File: src/wdg_map.svh
`ifndef WDG_MAP_SVH
`define WDG_MAP_SVH

// Register byte offsets
`define WDG_OFS_RELOAD      8'h00
`define WDG_OFS_CONTROL     8'h04
`define WDG_OFS_REFRESH     8'h08
`define WDG_OFS_COUNT       8'h0C

// Control field positions
`define WDG_CTL_ENABLE      0
`define WDG_CTL_HALT_HIB    2
`define WDG_CTL_HALT_WEEK   3
`define WDG_CTL_HALT_DEBUG  4

// Halt request input indices
`define WDG_HALT_HIB        0
`define WDG_HALT_WEEK       1
`define WDG_HALT_DEBUG      2
`define WDG_HALT_NUM        3

// One-hot bit of the run state code
`define WDG_STATE_RUN_BIT   1

// Widths and values
`define WDG_CNT_W           16
`define WDG_PRE_W           6
`define WDG_DATA_W          32
`define WDG_ADDR_W          8
`define WDG_RELOAD_RST      16'hFFFF
`define WDG_COUNT_ZERO      16'h0000
`define WDG_COUNT_ONE       16'h0001
`define WDG_PRE_ZERO        6'h00
`define WDG_PRE_ONE         6'h01
`define WDG_PRE_LAST        6'h20
`define WDG_DATA_ZERO       32'h0000_0000

`endif

File: src/wdg_pkg.sv
`include "wdg_map.svh"

package wdg_pkg;

    typedef enum logic [2:0] {
        WDG_IDLE = 3'b001,
        WDG_RUN  = 3'b010,
        WDG_HALT = 3'b100
    } wdg_state_type;

    typedef struct packed {
        wdg_state_type                  state;
        logic [`WDG_CNT_W-1:0]          reload;
        logic [`WDG_CNT_W-1:0]          count;
        logic [`WDG_PRE_W-1:0]          presc;
        logic                           enable;
        logic [`WDG_HALT_NUM-1:0]       halt_en;
        logic                           clk_prev;
        logic                           expiry;
        logic                           flag;
        logic [`WDG_DATA_W-1:0]         rdata;
    } wdg_regs_type;

endpackage

File: src/wdg_sync.sv
`timescale 1ns/1ps
`include "wdg_map.svh"

// Three-stage synchroniser; the output only moves once stages two and three agree
module wdg_sync #(
    parameter int WIDTH = 1
) (
    input  wire logic             clock,
    input  wire logic             rst_n,
    input  wire logic [WIDTH-1:0] din,
    output logic      [WIDTH-1:0] dout
);

    typedef struct packed {
        logic [WIDTH-1:0] s1;
        logic [WIDTH-1:0] s2;
        logic [WIDTH-1:0] s3;
        logic [WIDTH-1:0] q;
    } wdg_sync_type;

    wdg_sync_type sync_r;
    wdg_sync_type sync_nxt;

    always_comb begin
        sync_nxt    = sync_r;
        sync_nxt.s1 = din;
        sync_nxt.s2 = sync_r.s1;
        sync_nxt.s3 = sync_r.s2;
        for (int i = 0; i < WIDTH; i++) begin
            if (sync_r.s2[i] == sync_r.s3[i]) begin
                sync_nxt.q[i] = sync_r.s3[i];
            end
        end
    end

    always_ff @(posedge clock or negedge rst_n) begin
        if (!rst_n) begin
            sync_r <= '0;
        end else begin
            sync_r <= sync_nxt;
        end
    end

    assign dout = sync_r.q;

endmodule // wdg_sync

File: src/wdg_top.sv
`timescale 1ns/1ps
`include "wdg_map.svh"

// How it works
// [RULE1] Missed reload while enabled raises expiry event
// [RULE2] Register accesses finish at once, bus clock
// [RULE3] Counting advances only on 32 kHz edges
// [RULE4] System reset clears every register and logic
// [RULE5] Expiry-surviving bit reset only by kept reset
// [RULE6] Expiry drives a pulse resetting the controller
// [RULE7] Expiry flag holds until system reset
// [RULE8] Firmware loads count, then sets enable
// [RULE9] Clearing enable stops counting, enters idle
// [RULE10] Underflow raises expiry and sets status flag
// [RULE11] Reload on load write, refresh, expiry
// [RULE12] One decrement per 33 slow clock periods
// [RULE13] Enabled halt request stops counting
// [RULE14] After halt, counting resumes from held value
// [RULE15] Reload register 16 bits, default FFFFh
// [RULE16] Offsets: reload 00h, control 04h, refresh 08h, count 0Ch
// [RULE17] Refresh write reloads only when enabled, reads zero
// [RULE18] Control bits 4,3,2 enable debug/week/hib halts
// [RULE19] Control bit 0 enables, resets to zero
// [RULE20] Count register read-only, live, default FFFFh
// [RULE21] Bus writes reach counting logic without loss
// [RULE22] Expiry pulse lasts one slow period, then reload; the code reloads the count in the cycle the pulse starts
module wdg_top (
    input  wire logic                        clock,
    input  wire logic                        rst_n,
    input  wire logic                        rst_keep_n,
    input  wire logic                        clk_32k,
    input  wire logic [`WDG_HALT_NUM-1:0]    halt_req,
    input  wire logic [`WDG_ADDR_W-1:0]      bus_addr,
    input  wire logic                        bus_wr,
    input  wire logic                        bus_rd,
    input  wire logic [`WDG_DATA_W-1:0]      bus_wdata,
    output logic      [`WDG_DATA_W-1:0]      bus_rdata,
    output logic                             expiry_pulse,
    output logic                             watchdog_flag,
    output logic                             expiry_seen,
    output logic                             counter_running
);

    wdg_pkg::wdg_regs_type       regs_r;
    wdg_pkg::wdg_regs_type       regs_nxt;
    logic                        expiry_seen_r;
    logic                        expiry_seen_nxt;

    logic                        clk_32k_sync;
    logic [`WDG_HALT_NUM-1:0]    halt_sync;
    logic [`WDG_HALT_NUM-1:0]    halt_req_sync;
    logic                        tick;
    logic                        halted;
    logic                        wr_reload;
    logic                        wr_control;
    logic                        wr_refresh;
    logic                        enable_rise;

    // The slow clock is treated as a sampled input: one clock domain keeps
    // every bus write visible to the counter in the cycle it is made.
    wdg_sync #(
        .WIDTH (1)
    ) u_sync_32k (
        .clock (clock),
        .rst_n (rst_n),
        .din   (clk_32k),
        .dout  (clk_32k_sync)
    );

    wdg_sync #(
        .WIDTH (`WDG_HALT_NUM)
    ) u_sync_halt (
        .clock (clock),
        .rst_n (rst_n),
        .din   (halt_req),
        .dout  (halt_req_sync)
    );

    assign halt_sync = halt_req_sync;

    always_comb begin
        regs_nxt          = regs_r;
        regs_nxt.clk_prev = clk_32k_sync;

        // Rising edge of the synchronised slow clock
        tick = clk_32k_sync & ~regs_r.clk_prev; // [RULE3]

        halted = |(halt_sync & regs_r.halt_en); // [RULE13]

        wr_reload  = bus_wr && (bus_addr == `WDG_OFS_RELOAD); // [RULE16]
        wr_control = bus_wr && (bus_addr == `WDG_OFS_CONTROL); // [RULE16]
        wr_refresh = bus_wr && (bus_addr == `WDG_OFS_REFRESH); // [RULE16]

        enable_rise = wr_control && bus_wdata[`WDG_CTL_ENABLE] && !regs_r.enable;

        // Expiry pulse spans exactly one slow clock period
        if (tick) begin
            regs_nxt.expiry = 1'b0; // [RULE22]
        end

        // Counting: only while running, so idle and halt both hold the count
        case (regs_r.state)
            wdg_pkg::WDG_RUN: begin
                if (tick) begin // [RULE3]
                    if (regs_r.presc == `WDG_PRE_LAST) begin // [RULE12]
                        regs_nxt.presc = `WDG_PRE_ZERO;
                        if (regs_r.count == `WDG_COUNT_ZERO) begin
                            regs_nxt.expiry = 1'b1; // [RULE1] [RULE6] [RULE10]
                            regs_nxt.flag   = 1'b1; // [RULE10] [RULE7]
                            regs_nxt.count  = regs_r.reload; // [RULE11] [RULE22]
                        end else begin
                            regs_nxt.count = regs_r.count - `WDG_COUNT_ONE; // [RULE12]
                        end
                    end else begin
                        regs_nxt.presc = regs_r.presc + `WDG_PRE_ONE;
                    end
                end
            end
            wdg_pkg::WDG_HALT: begin
                // Count and prescaler frozen; resume picks up where it stopped
                regs_nxt.presc = regs_r.presc; // [RULE14]
            end
            wdg_pkg::WDG_IDLE: begin
                regs_nxt.presc = regs_r.presc; // [RULE9]
            end
            default: begin
                regs_nxt.presc = `WDG_PRE_ZERO;
            end
        endcase

        // Bus writes land after counting so a write in a tick cycle is never lost
        if (wr_reload) begin
            regs_nxt.reload = bus_wdata[`WDG_CNT_W-1:0]; // [RULE15] [RULE21]
            regs_nxt.count  = bus_wdata[`WDG_CNT_W-1:0]; // [RULE11] [RULE15]
            regs_nxt.presc  = `WDG_PRE_ZERO;
        end

        if (wr_control) begin
            regs_nxt.enable                    = bus_wdata[`WDG_CTL_ENABLE]; // [RULE19] [RULE21]
            regs_nxt.halt_en[`WDG_HALT_HIB]    = bus_wdata[`WDG_CTL_HALT_HIB]; // [RULE18]
            regs_nxt.halt_en[`WDG_HALT_WEEK]   = bus_wdata[`WDG_CTL_HALT_WEEK]; // [RULE18]
            regs_nxt.halt_en[`WDG_HALT_DEBUG]  = bus_wdata[`WDG_CTL_HALT_DEBUG]; // [RULE18]
        end

        // A fresh enable starts a whole decrement period from the loaded count
        if (enable_rise) begin
            regs_nxt.presc = `WDG_PRE_ZERO; // [RULE8]
        end

        // Refresh is ignored while the timer is disabled
        if (wr_refresh && regs_r.enable) begin
            regs_nxt.count = regs_r.reload; // [RULE17] [RULE11] [RULE21]
            regs_nxt.presc = `WDG_PRE_ZERO;
        end

        // State follows enable and the enabled halt requests
        if (!regs_nxt.enable) begin
            regs_nxt.state = wdg_pkg::WDG_IDLE; // [RULE9]
        end else if (halted) begin
            regs_nxt.state = wdg_pkg::WDG_HALT; // [RULE13]
        end else begin
            regs_nxt.state = wdg_pkg::WDG_RUN; // [RULE14]
        end

        // Reads answer from a register one cycle later, never waiting on the slow clock
        if (bus_rd) begin
            case (bus_addr)
                `WDG_OFS_RELOAD: begin
                    regs_nxt.rdata = `WDG_DATA_ZERO;
                    regs_nxt.rdata[`WDG_CNT_W-1:0] = regs_r.reload; // [RULE15]
                end
                `WDG_OFS_CONTROL: begin
                    regs_nxt.rdata = `WDG_DATA_ZERO;
                    regs_nxt.rdata[`WDG_CTL_ENABLE]     = regs_r.enable; // [RULE19]
                    regs_nxt.rdata[`WDG_CTL_HALT_HIB]   = regs_r.halt_en[`WDG_HALT_HIB]; // [RULE18]
                    regs_nxt.rdata[`WDG_CTL_HALT_WEEK]  = regs_r.halt_en[`WDG_HALT_WEEK]; // [RULE18]
                    regs_nxt.rdata[`WDG_CTL_HALT_DEBUG] = regs_r.halt_en[`WDG_HALT_DEBUG]; // [RULE18]
                end
                `WDG_OFS_REFRESH: begin
                    regs_nxt.rdata = `WDG_DATA_ZERO; // [RULE17]
                end
                `WDG_OFS_COUNT: begin
                    regs_nxt.rdata = `WDG_DATA_ZERO;
                    regs_nxt.rdata[`WDG_CNT_W-1:0] = regs_r.count; // [RULE20]
                end
                default: begin
                    regs_nxt.rdata = `WDG_DATA_ZERO;
                end
            endcase
        end // [RULE2]

        // Sticky record of an expiry; only the kept reset clears it
        expiry_seen_nxt = expiry_seen_r | regs_r.expiry; // [RULE5]
    end

    always_ff @(posedge clock or negedge rst_n) begin
        if (!rst_n) begin
            regs_r.state    <= wdg_pkg::WDG_IDLE; // [RULE4]
            regs_r.reload   <= `WDG_RELOAD_RST; // [RULE15]
            regs_r.count    <= `WDG_RELOAD_RST; // [RULE20]
            regs_r.presc    <= `WDG_PRE_ZERO;
            regs_r.enable   <= 1'b0; // [RULE19]
            regs_r.halt_en  <= '0;
            regs_r.clk_prev <= 1'b0;
            regs_r.expiry   <= 1'b0;
            regs_r.flag     <= 1'b0; // [RULE7]
            regs_r.rdata    <= `WDG_DATA_ZERO;
        end else begin
            regs_r <= regs_nxt;
        end
    end

    // Separate reset so this bit outlives the expiry-driven system reset
    always_ff @(posedge clock or negedge rst_keep_n) begin
        if (!rst_keep_n) begin
            expiry_seen_r <= 1'b0; // [RULE5]
        end else begin
            expiry_seen_r <= expiry_seen_nxt;
        end
    end

    assign bus_rdata       = regs_r.rdata;
    assign expiry_pulse    = regs_r.expiry; // [RULE6]
    assign watchdog_flag   = regs_r.flag;
    assign expiry_seen     = expiry_seen_r;
    // Run code is one-hot, so its bit is a bare flop and not a decode
    assign counter_running = regs_r.state[`WDG_STATE_RUN_BIT];

endmodule // wdg_top

File: config.mk
export PLATFORM = sky130hd
export DESIGN_NAME = wdg_top
export DESIGN_NICKNAME = d
export VERILOG_FILES = /design/src/wdg_pkg.sv /design/src/wdg_sync.sv /design/src/wdg_top.sv
export VERILOG_INCLUDE_DIRS = /design/src
export SDC_FILE = /design/constraint.sdc
export NUM_CORES = 1
export LEC_CHECK = 0
export BUFFER_PORTS_ARGS = -buffer_cell sky130_fd_sc_hd__buf_2
export CORE_ASPECT_RATIO = 0.75
export CORE_MARGIN = 3
export CORE_UTILIZATION = 30
export DETAILED_ROUTE_END_ITERATION = 8
export MAX_ROUTING_LAYER = met4
export PLACE_DENSITY = 0.57
export SKIP_CTS_REPAIR_TIMING = 1
export SLEW_MARGIN = 20
export SYNTH_ARGS = -nofsm -noshare
export SYNTH_HDL_FRONTEND = slang
export SYNTH_HIERARCHICAL = 1
export SYNTH_SLANG_ARGS = --single-unit
File: constraint.sdc
create_clock -name clock -period 2 [get_ports clock]
set_input_delay 0 -clock clock [delete_from_list [all_inputs] [get_ports clock]]
set_output_delay 0 -clock clock [all_outputs]
set_load 0.03 [all_outputs]
==> impl_metrics.py <==
metrics = {
    "synthesis": {
        "synth-edff-count": 0,
        "syn_area_mm2": 0.00443,
        "ys_top_cells_by_area": "dfrtp_1, dfstp_2, buf_4",
        "yosysSeqAreaShare_pct": 46.7,
        "synthCells": 434,
        "yosysUniqueCellTypes": 59,
        "synth_seq_cells": 81,
        "synth_warnings": 6,
        "ys_async_sr_fraction_pct": 100,
        "synth_top_cell_by_area": "dfrtp_1",
        "syn_area_per_cell_um2": 10.2,
        "synthFlopType": "dfrtp_1",
        "synth_top_area_share_pct": 27.1,
    },
    "layout": {
        "nFillCells": 1423,
        "nNetsFinal": 553,
        "syn_to_final_growth_pct": 21.2,
        "postLayoutCoreUtil_pct": 38.2,
        "final_common_cell": "buf_2",
        "instances_no_fill": 700,
        "final_cell_mix": "buf_2, dfrtp_1, dfstp_2, nor2_1, inv_1",
        "num_antenna_cells": 0,
        "drive_above_1_share_pct": 33.1,
    },
    "floorplanning": {
        "num_rows": 37,
        "fp.dieH_um": 111,
        "core-area_mm2": 0.0141,
        "die_x_um": 146,
        "start_util_pct": 31.5,
        "boundaryPins": 85,
        "die_area_mm2": 0.0163,
    },
    "detailed_routing": {
        "dr_total_vias": 3414,
        "antenna_left": 0,
        "drt_pass1_iterations": 6,
        "drc_errors": 0,
        "detail_route.wl_per_cell_um": 15.1,
        "routed_wl_mm": 10.6,
        "vias_per_cell": 4.88,
        "drtIter0Drc": 223,
    },
    "place": {
        "io_buffers": 52,
        "place_inst": 659,
        "hpwl_mm": 7.78,
        "gp_congestion": 0.872,
    },
    "setup_path": {
        "path_class": "reg -> reg",
        "required_ns": 2.26,
        "crit_path_end_kind": "register",
        "r2r_end": "regs_r[58]",
        "critPathMaxFanout": 10,
        "rrSetupSlack_ns": 0.12,
        "start_kind": "register",
        "reg2reg_from": "regs_r[77]",
        "worst_r2r_path_depth": 6,
        "arrival_ns": 2.15,
    },
    "timing": {
        "rsz0062_at_grt": "yes",
        "maxSlewViolCount": 0,
        "clock_skew_ns": 0.00394,
        "fin_crit_ns": 1.88,
        "tightest_slew_ns": 0.956,
        "slew_headroom_pct": 36.2,
        "min_period_over_period_pct": 94.2,
        "finalHoldViolations": 0,
        "clock.fmax_mhz": 531,
        "setup_tns_ns": 0,
        "setup_viol": 0,
    },
    "cts": {
        "numCtsBuffers": 9,
        "clk_pin_slew_ns": 0.06,
        "clk-insertion-delay-late_ns": 0.34,
        "clk_path_buf_depth": 2,
        "h-tree-depth": 3,
        "clock_sinks": 81,
        "cts_tree": "yes",
        "root_buffer": "clkbuf_16",
    },
    "outcome": {
        "outcome": "finished clean",
    },
    "min_path": {
        "hold_class": "in -> async",
    },
    "global_route": {
        "antenna_found_initial": 0,
        "grt_pass1_wl_mm": 17.3,
        "grt_pass1_vias": 3147,
        "grt-ovfl-total": 0,
        "grt_usage_pct": 13.6,
        "grt_max_degree": 56,
    },
    "power_and_ir_drop": {
        "peakVddDrop_mv": 0.431,
        "powerDensity_mw_per_mm2": 814,
        "leakage_nw": 2.33,
    },
    "flow_run": {
        "cap_violations": 0,
    },
}
layer usage:
| layer | vias to the layer above | share of wire, % | track usage (%) | wire, µm |
|---|---|---|---|---|
| met1 | 1647 | 53 | 21.0 | 5570 |
| met3 | 11 | 7.0 | 4.37 | 737 |
| li1 | 1648 | - | - | - |
| met5 | - | 0 | - | 0 |
| met2 | 108 | 39 | 16.5 | 4150 |
| met4 | 0 | 1.3 | 3.76 | 135 |
registers in the layout, summed over array words and instances (netlist names), named ones only:
name and cells:
u_sync_32k/sync_nxt 2, regs_r 45, watchdog_flag 1, u_sync_32k/dout 1, expiry_seen 1, u_sync_halt/dout 3, u_sync_halt/sync_r 3, u_sync_32k/sync_r 1
bus_rdata 16, counter_running 1, u_sync_halt/sync_nxt 6
cell type report:
cell class / count / area [µm²] / area share (%)
Tap cell: 195 / 244 / 4.54
Sequential cell: 81 / 2070 / 38.5
Multi-Input combinational cell: 282 / 1960 / 36.5
Clock buffer: 11 / 243 / 4.52
Clock inverter: 5 / 40.0 / 0.745
Inverter: 25 / 93.8 / 1.75
Timing Repair Buffer: 101 / 721 / 13.4
Yosys cell counts (all sizes together) (3+ instances only):
| cell | n |
|---|---|
| a211o | 3 |
| a21oi | 17 |
| a221o | 4 |
| a22o | 13 |
| a22oi | 7 |
| a31oi | 10 |
| buf | 47 |
| clkbuf | 14 |
| dfrtp | 48 |
| dfstp | 33 |
| ha | 4 |
| inv | 25 |
| maj3 | 4 |
| mux2 | 18 |
| mux2i | 5 |
| nand2 | 20 |
| nand2b | 5 |
| nand3 | 21 |
| nand4 | 3 |
| nor2 | 30 |
| nor2b | 4 |
| nor3 | 8 |
| nor4 | 4 |
| o211ai | 6 |
| o21ai | 24 |
| o221ai | 4 |
| o22a | 5 |
| o22ai | 6 |
| o31ai | 5 |
| or4 | 4 |
| xnor2 | 4 |
| xor2 | 6 |
power breakdown:
| part | internal, mW | leakage (nW) | total (mW) | switching, mW |
|---|---|---|---|---|
| logic | 0.414 | 1.23 | 0.932 | 0.518 |
| clock network | 0.881 | 0.128 | 1.57 | 0.686 |
| registers | 1.77 | 0.971 | 1.87 | 0.106 |
stage by stage:
step                      setup WS (ns)  hold slack, ns  area (µm²)  total power, mW
after floorplan                  0.0501          -0.296        4500             2.50
after global placement           0.0750          -0.226        4810             2.75
after detailed placement        0.00854          -0.223        4810             2.77
after CTS                      -0.00769          -0.589        5090             4.34
after global routing            -0.0115           0.149        5370             4.59
final                             0.117           0.112        5370             4.37
cell families after synthesis:
logic type,count (synthesis),share of synthesized area (%)
muxes,23,5.79
AOI/OAI and AO/OA,114,18.2
xor gates and xnor gates,10,1.98
and+or+nand+nor,111,13.8
buffers and inverters,86,11.3
DFF,81,46.7
adders and majority gates,8,2.15
other,1,0.0846
worst max-delay path: stages (launching register included):
cell     delay, ns
dfstp_2       0.38
or3b_4        0.43
nor4_4        0.39
or2_1         0.21
buf_6         0.16
a21oi_1       0.07
a31oi_1       0.16
worst max-delay path by stage:
stage | start | end | slack [ns] | depth (start not counted)
global placement | regs_r[45] | regs_r[51] | 0.07 | 8
CTS | regs_r[45] | regs_r[55] | -0.008 | 7
finish | regs_r[77] | regs_r[58] | 0.12 | 6
global route | regs_r[45] | regs_r[51] | -0.01 | 7
floorplan | counter_running | regs_r[53] | 0.05 | 5
detailed placement | regs_r[45] | regs_r[55] | 0.009 | 7
Note: power is estimated with default switching activity, not from simulation.
